**src/logic/pulse_gen_pkg.sv**
```systemverilog
// Constants, field layout and carriers for the extension mode configuration block.
// Assumes a single 50 MHz system clock and an AHB-Lite register bus.
package pulse_gen_pkg;
	// Register byte offsets
	localparam logic [7:0] ADDR_CFG  = 8'h00;
	localparam logic [7:0] ADDR_POS  = 8'h04;
	localparam logic [7:0] ADDR_RATE = 8'h08;
	localparam logic [7:0] ADDR_FREQ = 8'h0C;
	localparam logic [7:0] ADDR_STAT = 8'h10;
	// Configuration field positions
	localparam int CFG_PRE_LSB = 0;
	localparam int CFG_SRC_LSB = 4;
	localparam int CFG_INP_POL = 8;
	localparam int CFG_INP_EN  = 9;
	localparam int CFG_INHIBIT = 10;
	localparam int CFG_OUT_POL = 11;
	localparam int CFG_IN_POL  = 12;
	localparam int CFG_RDINT   = 13;
	localparam int CFG_FUP     = 14;
	localparam int CFG_FDN     = 15;
	localparam int CFG_PAT_LSB = 16;
	localparam int CFG_HALF    = 21;
	localparam int CFG_FIVE    = 22;
	localparam int CFG_PHSEL   = 23;
	// Rate register fields
	localparam int RATE_UP_LSB = 0;
	localparam int RATE_DN_LSB = 16;
	// Status register fields
	localparam int STAT_RDINT = 0;
	localparam int STAT_STOP  = 1;
	localparam int STAT_WAIT  = 2;
	localparam int STAT_HOLD  = 3;
	// Reset values and frequency step limits
	localparam logic [23:0] CFG_RST  = 24'h000000;
	localparam logic [23:0] POS_RST  = 24'h000000;
	localparam logic [13:0] RATE_RST = 14'h0002;
	localparam logic [12:0] FREQ_RST = 13'h0000;
	localparam logic [12:0] STEP_MAX = 13'h1FFF;
	localparam logic [12:0] STEP_MIN = 13'h0000;

	typedef enum logic [2:0] {SRC_OUT, SRC_CWCCW, SRC_AB1, SRC_AB2, SRC_AB4} src_e;
	typedef enum logic [1:0] {RAMP_HOLD, RAMP_UP, RAMP_DOWN} ramp_e;

	typedef struct packed {
		logic pulse;
		logic dir_cw;
		logic done;
		logic ramp_down_start;
		logic high_speed_prog;
		logic count_halt;
	} gen_s;

	typedef struct packed {
		logic zero;
		logic limit;
		logic decel;
		logic steady;
		logic accel;
	} ind_s;
endpackage

```
**src/logic/pulse_gen_ext_mode_config_one.sv**
```systemverilog
// Extension mode configuration one: counter feed, in-position gating, output control,
// forced ramping and phase distribution, with an AHB-Lite register slave.
// Assumes the pulse engine supplies gen_s events synchronous to clk_sys_i.
//
// The implementer's own choices: the register addresses and the AHB-Lite slave port.
`timescale 1ns/1ps
module pulse_gen_ext_mode_config_one
#(
	parameter int POS_W = 24
)
(
	input  wire logic                 clk_sys_i,
	input  wire logic                 nrst_i,
	input  wire logic                 hsel_i,
	input  wire logic [7:0]           haddr_i,
	input  wire logic [1:0]           htrans_i,
	input  wire logic                 hwrite_i,
	input  wire logic [2:0]           hsize_i,
	input  wire logic                 hready_i,
	input  wire logic [31:0]          hwdata_i,
	output logic [31:0]               hrdata_o,
	output logic                      hreadyout_o,
	output logic                      hresp_o,
	input  wire pulse_gen_pkg::gen_s  gen_i,
	input  wire pulse_gen_pkg::ind_s  ind_i,
	input  wire logic                 in_position_input_i,
	input  wire logic                 end_limit_input_i,
	input  wire logic                 ext_a_i,
	input  wire logic                 ext_b_i,
	output logic                      step_pulse_output_o,
	output logic                      direction_output_o,
	output logic                      end_limit_valid_o,
	output logic                      hold_o,
	output logic                      interrupt_o,
	output logic                      forced_ramp_busy_o,
	output logic [4:0]                shared_pin_o
);
	import pulse_gen_pkg::*;

	if (POS_W < 8 || POS_W > 32)
		$error("POS_W must lie between 8 and 32");

	logic [23:0]      cfg_reg;
	logic [POS_W-1:0] pos_reg;
	logic [POS_W-1:0] pos_next;
	logic [13:0]      up_rate_reg;
	logic [13:0]      dn_rate_reg;
	logic [12:0]      freq_reg;
	logic [12:0]      freq_next;
	logic [13:0]      tick_reg;
	logic [13:0]      tick_next;
	ramp_e            ramp_reg;
	ramp_e            ramp_next;
	logic             busy_reg;
	logic             wait_reg;
	logic             st_rd_reg;
	logic             st_stop_reg;
	logic             wr_pend_reg;
	logic [7:0]       wr_addr_reg;
	logic             step_out_reg;
	logic             dir_out_reg;
	logic             el_reg;
	logic             int_reg;

	// Bus decode
	logic        addr_phase;
	logic        wr_now;
	logic        wr_cfg;
	logic        wr_pos;
	logic        wr_rate;
	logic        wr_stat;
	logic [31:0] rd_mux;
	logic [4:0]  pattern;

	assign addr_phase = hsel_i & hready_i & htrans_i[1];
	assign wr_now  = wr_pend_reg;
	assign wr_cfg  = wr_now & (wr_addr_reg == ADDR_CFG);
	assign wr_pos  = wr_now & (wr_addr_reg == ADDR_POS);
	assign wr_rate = wr_now & (wr_addr_reg == ADDR_RATE);
	assign wr_stat = wr_now & (wr_addr_reg == ADDR_STAT);

	// Configuration field views
	logic [3:0] cfg_pre;
	src_e       cfg_src;
	logic       inp_pol;
	logic       inp_en;
	logic       inhibit;
	logic       out_pol;
	logic       in_pol;
	logic       rd_int_en;
	logic       force_up;
	logic       force_dn;
	logic       half_step;
	logic       five_ph;
	logic       phase_sel;

	assign cfg_pre   = cfg_reg[CFG_PRE_LSB +: 4];
	assign inp_pol   = cfg_reg[CFG_INP_POL];
	assign inp_en    = cfg_reg[CFG_INP_EN];
	assign inhibit   = cfg_reg[CFG_INHIBIT];
	assign out_pol   = cfg_reg[CFG_OUT_POL];
	assign in_pol    = cfg_reg[CFG_IN_POL];
	assign rd_int_en = cfg_reg[CFG_RDINT];
	assign force_up  = cfg_reg[CFG_FUP];
	assign force_dn  = cfg_reg[CFG_FDN];
	assign half_step = cfg_reg[CFG_HALF];
	assign five_ph   = cfg_reg[CFG_FIVE];
	assign phase_sel = cfg_reg[CFG_PHSEL];

	// Source select, first match from bit 7 down
	assign cfg_src = !cfg_reg[7] ? SRC_OUT :
		!cfg_reg[6] ? SRC_CWCCW :
		!cfg_reg[5] ? SRC_AB1 :
		!cfg_reg[4] ? SRC_AB2 : SRC_AB4;

	// Position counter feed
	logic pos_step;
	logic pos_up;

	position_feed u_feed
	(
		.clk_sys_i   (clk_sys_i),
		.nrst_i      (nrst_i),
		.src_i       (cfg_src),
		.in_pol_i    (in_pol),
		.prescale_i  (cfg_pre),
		.halt_i      (gen_i.count_halt),
		.gen_pulse_i (gen_i.pulse),
		.gen_cw_i    (gen_i.dir_cw),
		.ext_a_i     (ext_a_i),
		.ext_b_i     (ext_b_i),
		.step_o      (pos_step),
		.up_o        (pos_up)
	);

	// Software write wins over a count in the same cycle
	assign pos_next = wr_pos ? hwdata_i[POS_W-1:0] :
		pos_step ? (pos_up ? pos_reg + 1'b1 : pos_reg - 1'b1) : pos_reg;

	// Phase distributor follows the generated pulses, routed or not
	phase_distributor u_phase
	(
		.clk_sys_i  (clk_sys_i),
		.nrst_i     (nrst_i),
		.load_i     (wr_cfg),
		.load_val_i (hwdata_i[CFG_PAT_LSB +: 5]),
		.advance_i  (gen_i.pulse),
		.cw_i       (gen_i.dir_cw),
		.half_i     (hwdata_i[CFG_HALF] & wr_cfg | half_step & ~wr_cfg),
		.five_i     (hwdata_i[CFG_FIVE] & wr_cfg | five_ph & ~wr_cfg),
		.pattern_o  (pattern)
	);

	// In-position qualification
	logic inp_active;
	logic stop_fire;
	logic rd_fire;

	assign inp_active = !inp_en | (inp_pol ? in_position_input_i : ~in_position_input_i);
	assign stop_fire  = wait_reg & inp_active;
	assign rd_fire    = gen_i.ramp_down_start & gen_i.high_speed_prog & rd_int_en;

	// Forced ramping
	logic [13:0] rate_sel;
	logic        tick_wrap;

	assign rate_sel  = (ramp_reg == RAMP_DOWN) ? dn_rate_reg : up_rate_reg;
	assign tick_wrap = (rate_sel <= 14'h0001) || (tick_reg >= rate_sel - 14'h0001);

	always_comb
	begin
		ramp_next = RAMP_HOLD;
		case (ramp_reg)
			RAMP_HOLD, RAMP_UP, RAMP_DOWN:
			begin
				if (force_up && freq_reg != STEP_MAX)
					ramp_next = RAMP_UP;
				else if (force_dn && freq_reg != STEP_MIN)
					ramp_next = RAMP_DOWN;
				else
					ramp_next = RAMP_HOLD;
			end
			default:
				ramp_next = RAMP_HOLD;
		endcase
	end

	always_comb
	begin
		freq_next = freq_reg;
		tick_next = 14'h0000;
		if (ramp_reg != RAMP_HOLD && ramp_next == ramp_reg)
		begin
			tick_next = tick_wrap ? 14'h0000 : tick_reg + 14'h0001;
			if (tick_wrap)
				freq_next = (ramp_reg == RAMP_UP) ? freq_reg + 13'h0001 : freq_reg - 13'h0001;
		end
	end

	// Read mux, reserved bits read as zero
	always_comb
	begin
		rd_mux = 32'h00000000;
		case (haddr_i)
			ADDR_CFG:
				rd_mux = {8'h00, cfg_reg[23:21], pattern, cfg_reg[15:0]};
			ADDR_POS:
				rd_mux[POS_W-1:0] = pos_reg;
			ADDR_RATE:
				rd_mux = {2'b00, dn_rate_reg, 2'b00, up_rate_reg};
			ADDR_FREQ:
				rd_mux = {19'h00000, freq_reg};
			ADDR_STAT:
				rd_mux = {28'h0000000, ~busy_reg, wait_reg, st_stop_reg, st_rd_reg};
			default:
				rd_mux = 32'h00000000;
		endcase
	end

	always_ff @(posedge clk_sys_i)
	begin
		if (!nrst_i)
		begin
			wr_pend_reg <= 1'b0;
			wr_addr_reg <= 8'h00;
			hrdata_o    <= 32'h00000000;
		end
		else
		begin
			wr_pend_reg <= addr_phase & hwrite_i & (hsize_i == 3'h2);
			wr_addr_reg <= haddr_i;
			if (addr_phase && !hwrite_i)
				hrdata_o <= rd_mux;
		end
	end

	always_ff @(posedge clk_sys_i)
	begin
		if (!nrst_i)
		begin
			cfg_reg     <= CFG_RST;
			pos_reg     <= POS_RST[POS_W-1:0];
			up_rate_reg <= RATE_RST;
			dn_rate_reg <= RATE_RST;
		end
		else
		begin
			if (wr_cfg)
				cfg_reg <= hwdata_i[23:0];
			pos_reg <= pos_next;
			if (wr_rate)
			begin
				up_rate_reg <= hwdata_i[RATE_UP_LSB +: 14];
				dn_rate_reg <= hwdata_i[RATE_DN_LSB +: 14];
			end
		end
	end

	always_ff @(posedge clk_sys_i)
	begin
		if (!nrst_i)
		begin
			ramp_reg <= RAMP_HOLD;
			freq_reg <= FREQ_RST;
			tick_reg <= 14'h0000;
		end
		else
		begin
			ramp_reg <= ramp_next;
			freq_reg <= freq_next;
			tick_reg <= tick_next;
		end
	end

	// Completion and interrupt; hardware set beats write-one clear
	always_ff @(posedge clk_sys_i)
	begin
		if (!nrst_i)
		begin
			busy_reg    <= 1'b0;
			wait_reg    <= 1'b0;
			st_rd_reg   <= 1'b0;
			st_stop_reg <= 1'b0;
			int_reg     <= 1'b0;
		end
		else
		begin
			busy_reg    <= gen_i.done ? 1'b0 : (gen_i.pulse ? 1'b1 : busy_reg);
			wait_reg    <= gen_i.done | (wait_reg & ~inp_active);
			st_rd_reg   <= rd_fire | (st_rd_reg & ~(wr_stat & hwdata_i[STAT_RDINT]));
			st_stop_reg <= stop_fire | (st_stop_reg & ~(wr_stat & hwdata_i[STAT_STOP]));
			int_reg     <= stop_fire | rd_fire;
		end
	end

	// Output pins, idle level follows polarity
	always_ff @(posedge clk_sys_i)
	begin
		if (!nrst_i)
		begin
			step_out_reg <= 1'b1;
			dir_out_reg  <= 1'b1;
			el_reg       <= 1'b0;
		end
		else
		begin
			step_out_reg <= (gen_i.pulse & ~inhibit) ^ ~out_pol;
			if (!inhibit)
				dir_out_reg <= gen_i.dir_cw ^ out_pol;
			el_reg       <= end_limit_input_i & ~inhibit;
		end
	end

	assign step_pulse_output_o = step_out_reg;
	assign direction_output_o  = dir_out_reg;
	assign end_limit_valid_o   = el_reg;
	assign hold_o              = ~busy_reg;
	assign interrupt_o         = int_reg;
	assign forced_ramp_busy_o  = (ramp_reg != RAMP_HOLD);
	assign shared_pin_o        = phase_sel ? pattern : ind_i;
	assign hreadyout_o         = 1'b1;
	assign hresp_o             = 1'b0;

	AST_INT_STOP: assert property (@(posedge clk_sys_i) disable iff (!nrst_i)
		wait_reg && inp_active |=> interrupt_o && st_stop_reg)
		else $error("stop interrupt missing after in-position");
	AST_INT_HELD: assert property (@(posedge clk_sys_i) disable iff (!nrst_i)
		inp_en && $rose(wait_reg) && !inp_active |-> interrupt_o == $past(rd_fire))
		else $error("interrupt raised before in-position");
	AST_HOLD: assert property (@(posedge clk_sys_i) disable iff (!nrst_i)
		gen_i.done |=> hold_o)
		else $error("hold not asserted on completion");
	AST_INHIBIT: assert property (@(posedge clk_sys_i) disable iff (!nrst_i)
		inhibit |=> step_pulse_output_o == ~$past(out_pol) && !end_limit_valid_o)
		else $error("inhibited output still active");
	AST_POL: assert property (@(posedge clk_sys_i) disable iff (!nrst_i)
		gen_i.pulse && !inhibit && out_pol |=> step_pulse_output_o)
		else $error("positive pulse polarity wrong");
	AST_RDINT: assert property (@(posedge clk_sys_i) disable iff (!nrst_i)
		rd_fire |=> interrupt_o ##0 st_rd_reg)
		else $error("ramp-down interrupt missing");
	AST_FUP: assert property (@(posedge clk_sys_i) disable iff (!nrst_i)
		!force_up && !force_dn && ramp_reg == RAMP_HOLD |=> $stable(freq_reg))
		else $error("frequency moved while not forced");
	AST_FMAX: assert property (@(posedge clk_sys_i) disable iff (!nrst_i)
		freq_reg == STEP_MAX && !force_dn |=> freq_reg == STEP_MAX)
		else $error("frequency passed top step");
	AST_PHSEL: assert property (@(posedge clk_sys_i) disable iff (!nrst_i)
		phase_sel |-> shared_pin_o == pattern && (five_ph || !pattern[4]))
		else $error("phase routing or fifth bit wrong");
endmodule

```
**src/logic/position_feed.sv**
```systemverilog
// Turns the selected count source into prescaled up/down steps.
// Assumes external pins already synchronous to clk_sys_i.
`timescale 1ns/1ps
module position_feed
(
	input  wire logic              clk_sys_i,
	input  wire logic              nrst_i,
	input  wire pulse_gen_pkg::src_e src_i,
	input  wire logic              in_pol_i,
	input  wire logic [3:0]        prescale_i,
	input  wire logic              halt_i,
	input  wire logic              gen_pulse_i,
	input  wire logic              gen_cw_i,
	input  wire logic              ext_a_i,
	input  wire logic              ext_b_i,
	output logic                   step_o,
	output logic                   up_o
);
	import pulse_gen_pkg::*;

	logic       a_reg;
	logic       b_reg;
	logic [3:0] cnt_reg;
	logic [3:0] cnt_next;
	logic       a_now;
	logic       b_now;
	logic       a_edge;
	logic       b_edge;
	logic       quad_up;
	logic       qual;
	logic       dir_up;
	logic       wrap;

	assign a_now   = in_pol_i ? ext_a_i : ~ext_a_i;
	assign b_now   = in_pol_i ? ext_b_i : ~ext_b_i;
	assign a_edge  = a_now ^ a_reg;
	assign b_edge  = b_now ^ b_reg;
	assign quad_up = a_now ^ b_reg;

	always_comb
	begin
		qual   = 1'b0;
		dir_up = 1'b1;
		case (src_i)
			SRC_OUT:
			begin
				qual   = gen_pulse_i;
				dir_up = gen_cw_i;
			end
			SRC_CWCCW:
			begin
				qual   = (a_edge & a_now) | (b_edge & b_now);
				dir_up = a_edge & a_now;
			end
			SRC_AB1:
			begin
				qual   = a_edge & a_now;
				dir_up = quad_up;
			end
			SRC_AB2:
			begin
				qual   = a_edge;
				dir_up = quad_up;
			end
			SRC_AB4:
			begin
				qual   = a_edge | b_edge;
				dir_up = quad_up;
			end
			default:
			begin
				qual   = 1'b0;
				dir_up = 1'b1;
			end
		endcase
	end

	assign wrap     = (cnt_reg == prescale_i);
	assign cnt_next = (qual & ~halt_i) ? (wrap ? 4'h0 : cnt_reg + 4'h1) : cnt_reg;

	always_ff @(posedge clk_sys_i)
	begin
		if (!nrst_i)
		begin
			a_reg   <= 1'b0;
			b_reg   <= 1'b0;
			cnt_reg <= 4'h0;
			step_o  <= 1'b0;
			up_o    <= 1'b1;
		end
		else
		begin
			a_reg   <= a_now;
			b_reg   <= b_now;
			cnt_reg <= cnt_next;
			step_o  <= qual & ~halt_i & wrap;
			up_o    <= dir_up;
		end
	end
endmodule

```
**src/logic/phase_distributor.sv**
```systemverilog
// Four or five phase stepping pattern, loadable and advancing; a load wins over an advance in the same cycle.
// Assumes one advance request per cycle at most.
`timescale 1ns/1ps
module phase_distributor
(
	input  wire logic       clk_sys_i,
	input  wire logic       nrst_i,
	input  wire logic       load_i,
	input  wire logic [4:0] load_val_i,
	input  wire logic       advance_i,
	input  wire logic       cw_i,
	input  wire logic       half_i,
	input  wire logic       five_i,
	output logic [4:0]      pattern_o
);
	logic [4:0] pat_next;
	logic [4:0] rl;
	logic [4:0] rr;
	logic [4:0] low_pair;
	logic [4:0] high_pair;

	// Rotation wraps at bit 3 for four phases, fifth bit stays clear
	assign rl = five_i ? {pattern_o[3:0], pattern_o[4]} : {1'b0, pattern_o[2:0], pattern_o[3]};
	assign rr = five_i ? {pattern_o[0], pattern_o[4:1]} : {1'b0, pattern_o[0], pattern_o[3:1]};
	assign low_pair  = pattern_o & rr;
	assign high_pair = pattern_o & rl;

	always_comb
	begin
		pat_next = pattern_o;
		if (load_i)
			pat_next = five_i ? load_val_i : {1'b0, load_val_i[3:0]};
		else if (advance_i)
		begin
			if (!half_i)
				pat_next = cw_i ? rl : rr;
			else if (cw_i)
				pat_next = (|low_pair) ? (pattern_o & ~low_pair) : (pattern_o | rl);
			else
				pat_next = (|high_pair) ? (pattern_o & ~high_pair) : (pattern_o | rr);
		end
	end

	always_ff @(posedge clk_sys_i)
	begin
		if (!nrst_i)
			pattern_o <= 5'h00;
		else
			pattern_o <= pat_next;
	end
endmodule

```
**config.mk**
```make
export PLATFORM = sky130hd
export DESIGN_NAME = pulse_gen_ext_mode_config_one
export DESIGN_NICKNAME = d
export VERILOG_FILES = /design/src/logic/pulse_gen_pkg.sv /design/src/logic/pulse_gen_ext_mode_config_one.sv /design/src/logic/position_feed.sv /design/src/logic/phase_distributor.sv
export SDC_FILE = /design/constraint.sdc
export NUM_CORES = 1
export LEC_CHECK = 0
export ABC_AREA = 1
export BUFFER_PORTS_ARGS = -buffer_cell sky130_fd_sc_hd__buf_2
export CORE_MARGIN = 2
export CORE_UTILIZATION = 55
export CTS_CLUSTER_DIAMETER = 150
export DETAILED_ROUTE_END_ITERATION = 10
export PLACE_DENSITY = 0.76
export SLEW_MARGIN = 20
export SYNTH_ARGS = -nofsm -noshare
export SYNTH_HDL_FRONTEND = slang
export SYNTH_SLANG_ARGS = --single-unit
```
**constraint.sdc**
```tcl
create_clock -name clk_sys_i -period 8.5 [get_ports clk_sys_i]
set_input_delay 0 -clock clk_sys_i [delete_from_list [all_inputs] [get_ports clk_sys_i]]
set_output_delay 0 -clock clk_sys_i [all_outputs]
set_load 0.02 [all_outputs]
```
Yosys cells after proc, flatten, opt, wreduce, memory -nomap -nowiden
Index checks and enable logic that the tools add are counted.
{ "totals": {"register_bits": 167, "input_bits": 65, "output_inout_bits": 45, "elab_cells": 164} }
{ "op_classes": {"n_addsub": 7, "magnitude_cmp": 2, "eq_ne": 17, "n_mux": 31, "bitwise": 61, "reduce_logical": 22} }
{ "ops": {"columns": ["op", "n"], "rows": [
  ["one-hot mux 24 bit (5 select lines)", 1],
  ["two-way mux 24 bit", 3],
  ["two-way mux 5 bit", 11],
  ["AND 1 bit", 26],
  ["adder 24 x 1 -> 24 bit, second input constant", 1],
  ["== test 8 x 4 -> 1 bit, second input constant", 3],
  ["subtractor 24 x 1 -> 24 bit, second input constant", 1],
  ["AND 5 bit", 4],
  ["== test 8 x 3 -> 1 bit, second input constant", 2],
  ["== test 8 x 5 -> 1 bit, second input constant", 2],
  ["zero test 8 bit", 2],
  ["adder 14 x 1 -> 14 bit, second input constant", 1],
  [">= comparator 14 bit", 1],
  ["less-or-equal comparator 14 x 1 -> 1 bit, second input constant", 1],
  ["two-way mux 14 bit", 1],
  ["subtractor 14 x 1 -> 14 bit, second input constant", 1],
  ["adder 13 x 1 -> 13 bit, second input constant", 1],
  ["two-way mux 13 bit", 1],
  ["inequality test 13 bit, second input constant", 1],
  ["inverter 1 bit", 13],
  ["nonzero test 13 bit", 1],
  ["subtractor 13 x 1 -> 13 bit, second input constant", 1],
  ["two-way mux 3 bit", 4],
  ["inverter 5 bit", 2],
  ["other kinds (27)", 55]
]} }

Depth between registers and ports, before layout
{ "logic_depth": {"ltp_word": 14, "ltp_mapped": 25, "ltp_nobuf": 24} }

By module
From an unflattened synthesis, not the netlist that was laid out.
{ "hier_totals": {"cells_unflattened": 1622, "hier_area_um2": 10641.5} }
{ "modules_own_cells": {"columns": ["module", "n_inst", "cells_per_inst", "area_per_inst_um2", "seq_area_each_um2"], "rows": [
  ["pulse_gen_ext_mode_config_one", 1, 1397, 9346.5, 2942.8],
  ["phase_distributor", 1, 123, 688.2, 100.1],
  ["position_feed", 1, 102, 606.8, 160.2]
]} }

Least setup slack after synthesis
Ideal clock, no wire load.
{ "synth_path": {"kind": "reg2reg", "from": "reg ramp_reg[0]", "to": "reg freq_reg[0]", "setup_ps": 116, "t_arrival_ps": 2980, "required_time_ps": 8384, "setup_slack_ps": 5404, "path_stages_with_launch": 26, "n_path_buf": 1, "synth_period_minus_slack_ps": 3096, "cell_sequence": "dfxtp_1 > inv_2 > nand2_2 > inv_4 > or2_1 > o21ai_1 > ha_1 > inv_1 > nor2_2 > nand4_1 > nor2_1 > nand2_1 > xor2_1 > inv_1 > ha_1 > nand2_1 > o21ai_0 > a21oi_1 > nand2_1 > a21oi_1 > nand3_2 > nand2_4 > inv_2 > buf_6 > nor2_1 > nor2_1"} }
{ "synth_between": {"elab_chain_len": 6, "elab_cells_between_ends": 15, "cone_classes": "add/sub (1); order compare (2); eq/ne (3); mux (3); reduce/logical (6)"} }
{ "synth_rtl": {"columns": ["element", "line_no", "source"], "rows": [
  ["from (decl)", "pulse_gen_ext_mode_config_one.sv:52", "ramp_e ramp_reg;"],
  ["from (signal assigned)", "pulse_gen_ext_mode_config_one.sv:269", "ramp_reg <= ramp_next;"],
  ["== test 2 bit, or another cell as far along", "pulse_gen_ext_mode_config_one.sv:167, pulse_gen_ext_mode_config_one.sv:173", null],
  ["two-way mux 14 bit or OR reduction 3 bit (tied branches)", "pulse_gen_ext_mode_config_one.sv:167, pulse_gen_ext_mode_config_one.sv:173", null],
  ["subtractor 14 x 1 -> 14 bit or two-way mux 2 bit (tied branches)", "pulse_gen_ext_mode_config_one.sv:168, pulse_gen_ext_mode_config_one.sv:173", null],
  [">= comparator 14 bit or == test 2 bit (tied branches)", "pulse_gen_ext_mode_config_one.sv:168, pulse_gen_ext_mode_config_one.sv:192", null],
  ["logical OR 1 bit or logical AND 1 bit (tied branches)", "pulse_gen_ext_mode_config_one.sv:168, pulse_gen_ext_mode_config_one.sv:192", null],
  ["AND reduction 2 bit (no line)", null, null],
  ["to (signal assigned)", "pulse_gen_ext_mode_config_one.sv:270", "freq_reg <= freq_next;"],
  ["to (decl)", "pulse_gen_ext_mode_config_one.sv:48", "logic [12:0] freq_reg;"]
]} }
Parallel ways exist; a longest one is shown, timed or not.
A chain may end at the register's enable or synchronous reset.

Worst setup path after layout
{ "layout_path": {"from": "reg ramp_reg[0]", "to": "reg tick_reg[6]"} }
{ "layout_between": {"elab_chain_len": 7, "elab_cells_between_ends": 15, "cone_classes": "add/sub (1); order compare (2); eq/ne (3); mux (2); bitwise (1); reduce/logical (6)"} }
{ "layout_rtl": {"columns": ["element", "line_no", "source"], "rows": [
  ["branches (longest 6 deep; another with subtractor 14 x 1 -> 14 bit)", null, null],
  ["OR reduction 3 bit (no line) *", null, null],
  ["to (signal assigned)", "pulse_gen_ext_mode_config_one.sv:271", "tick_reg <= tick_next;"],
  ["to (decl)", "pulse_gen_ext_mode_config_one.sv:50", "logic [13:0] tick_reg;"]
]} }
Every way passes the cells marked *.

==> results.toml <==
[synthesis]
synthCells = 1444
yosys_warnings = 0
yosysSeqAreaShare = 0.328
synth.distinct_cells = 56
syn_area_um2 = 9750
synth.ff_latch_count = 160
avgSynthCellArea_um2 = 6.76
synth_flop_cell = "dfxtp_1"
synth_edf_count = 0
async_reset_ff_frac = 0

[global_routing]
grt_pass1_wl_um = 45900
busiest_layer = "met2"
grtUsageMet1 = 0.418
met2_usage = 0.516
track_usage = 0.313
grt.overflow.total = 0
use_met3 = 0.0482
grt_max_degree = 76
grt_pass1_vias = 9139
antenna_found_initial = 0

[timing]
fin_crit_ns = 3.97
tightest_slew_ns = 1.10
slew-limit-headroom = 0.266
finalSetupViolCount = 0
fmax_mhz = 252
fin_skew_ns = 0.0106
period_share = 0.467
fin_setup_tns_ns = 0
drv_slew = 0
finalHoldViolCount = 0
rsz0062_at_grt = "no"

[critical_path]
worst-setup-path-type = "flip-flop to flip-flop"
cp_top_family = "simple AND/OR/NAND/NOR gates"
crit_chain = "inv_2 -> nand2_2 -> inv_4 -> or2_1 -> o21ai_1 -> ha_1 -> inv_1 -> nor2_2 -> nand4_1 -> nor2_1 -> nand2_1 -> xor2_1 -> inv_1 -> ha_1 -> nand2_1 -> o21ai_0 -> a21oi_1 -> nand2_1 -> a21oi_1 -> nand3_2 -> nor2_1 -> nand2_1 -> nor3_1"
endpoint_kind = "flip-flop"
max_stage_delay_ns = 0.35
required_ns = 8.84
crit_fanout = 21
crit_buf_inv = 4
arrival_ns = 4.31
crit_path_frequent_cell = "nand2_1"
reg2reg_from = "ramp_reg[0]"
slowest_stage = "dfxtp_1"
startpoint = "ramp_reg[0]"
cp-start-kind = "flip-flop"

[finish]
largest_reg_flops = 30
diodes = 0
instances_no_fill = 1807
final_cell_mix = "nand2_1 (299), inv_1 (176), dfxtp_1 (160)"
drive_gt1_frac = 0.114
fin_util = 0.664
area_growth_pct = 17.8
mostFrequentLayoutCell = "nand2_1"
fillers = 1515
finalNetCount = 1689

[routing]
drtPass1Iterations = 5
vias_per_cell = 5.63
drt_iter0_drc = 976
wl_per_cell_um = 16.2
wl_um = 29300
ant_nets = 0
vias = 10200
route.detailed.drc = 0

[floorplan]
ios = 110
core_area_um2 = 17300
row_count = 48
initial_core_util = 0.564
dieArea_um2 = 18800
die_h_um = 137
dieWidth_um = 137

[pwr]
power.leakage_nw = 5.00
ir_worst_vdd_mv = 0.153
p_per_area_nw_per_um2 = 151

[clock_tree]
clk_pin_slew_ns = 0.06
clk-insertion-delay-late_ns = 0.44
cts_max_level = 4
cts_tree = "built"
cts.sinks = 160
clk_path_buf_depth = 2
cts-root-buf = "clkbuf_16"
numCtsBuffers = 17

[hold_path]
hold_class = "input port to flip-flop"
worstHoldStart = "gen_i[4]"

[place]
gp_congestion = 1.00
port_buffers = 102
dp.cells = 1727
dpl.hpwl_um = 21000

[flow_run]
drv_cap = 0

[outcome]
status = "completed"
## power by group
| group | switching (mW) | total (mW) | internal, mW |
|---|---|---|---|
| logic | 0.0850 | 0.138 | 0.0534 |
| registers | 0.00684 | 0.766 | 0.759 |
| clock network | 0.325 | 0.836 | 0.511 |
| total | 0.417 | 1.74 | 1.32 |
## worst min-delay path: cells and delay by family
kind            cells  cell delay (ns)
compound gates      1             0.13
buf+inv             1             0.24
simple gates        1             0.07
## worst paths after layout
path / end / depth (start not counted) / slack [ns]
setup / recovery: tick_reg[6] / 23 / 4.53
hold / removal: direction_output_o / 3 / 0.04
setup reg to reg: tick_reg[6] / 23 / 4.53
hold reg to reg: hrdata_o[25] / 2 / 0.46
## stage by stage
stage / setup WS [ns] / total power [mW] / hold slack, ns / instance area, µm²
after floorplan: 5.40 / 0.856 / 0.0764 / 9760
after global placement: 4.68 / 0.898 / 0.177 / 10400
after detailed placement: 4.57 / 0.900 / 0.183 / 10400
after CTS: 4.52 / 1.74 / 0.0245 / 11500
after global routing: 4.11 / 1.79 / 0.0775 / 11500
final: 4.53 / 1.74 / 0.0388 / 11500
## cells by family after synthesis
kind of cell,count (synthesis),synth area share
multiplexers,1,0.00115
AND/OR/NAND/NOR,580,0.250
flip-flops,160,0.328
adder cells (fa/ha/maj),55,0.0721
other,2,0.000770
XOR/XNOR,46,0.0413
buffers and inverters,237,0.0963
AO/OA/AOI/OAI,363,0.210
## routing by layer
| layer | wire length [µm] | share of wire | up-vias |
|---|---|---|---|
| li1 | - | - | 5042 |
| met1 | 12600 | 0.43 | 4640 |
| met2 | 13400 | 0.46 | 440 |
| met3 | 2430 | 0.083 | 57 |
| met4 | 724 | 0.025 | 0 |
| met5 | 0 | 0 | - |
## Yosys cell counts (4+ instances only)
library cell,instances,area share
nor2_2,4,0.0026
a22o_1,4,0.0036
nor2_1,145,0.056
nor4_1,8,0.0051
nor3_1,16,0.0082
o22ai_1,20,0.013
clkbuf_1,42,0.016
or2_2,6,0.0038
a21oi_2,4,0.0036
o31ai_1,4,0.0031
a21oi_1,158,0.081
xnor2_1,19,0.017
dfxtp_1,160,0.33
o21bai_1,7,0.0054
o221ai_1,7,0.0063
inv_1,176,0.068
o211ai_1,7,0.0054
o21ai_2,7,0.0063
a31oi_1,15,0.0096
nand3_1,65,0.033
ha_1,53,0.068
o21ai_0,103,0.053
xor2_1,27,0.024
nand2_1,299,0.12
o21ai_1,9,0.0046
inv_2,4,0.0015
nand4_1,20,0.013
nand2_2,6,0.0038
o2111ai_1,4,0.0036
buf_4,6,0.0046
## what timing repair did
action / CTS / global route
gates resized for setup: 0 / 0
endpoints found under the hold margin: 83 / 0
hold buffers: 48 / 0
buffers inserted: 0 / 0
## final cells by class
class | count | area [µm²] | share of cell area
well taps | 225 | 282 | 0.0245
clock inverters | 11 | 180 | 0.0157
repair buffers | 158 | 1050 | 0.0915
inverters | 183 | 689 | 0.0600
flip-flops and latches | 160 | 3200 | 0.279
clock buffers | 21 | 460 | 0.0401
multi-input cells | 1049 | 5620 | 0.489
Power figures use the tool's default switching activity.
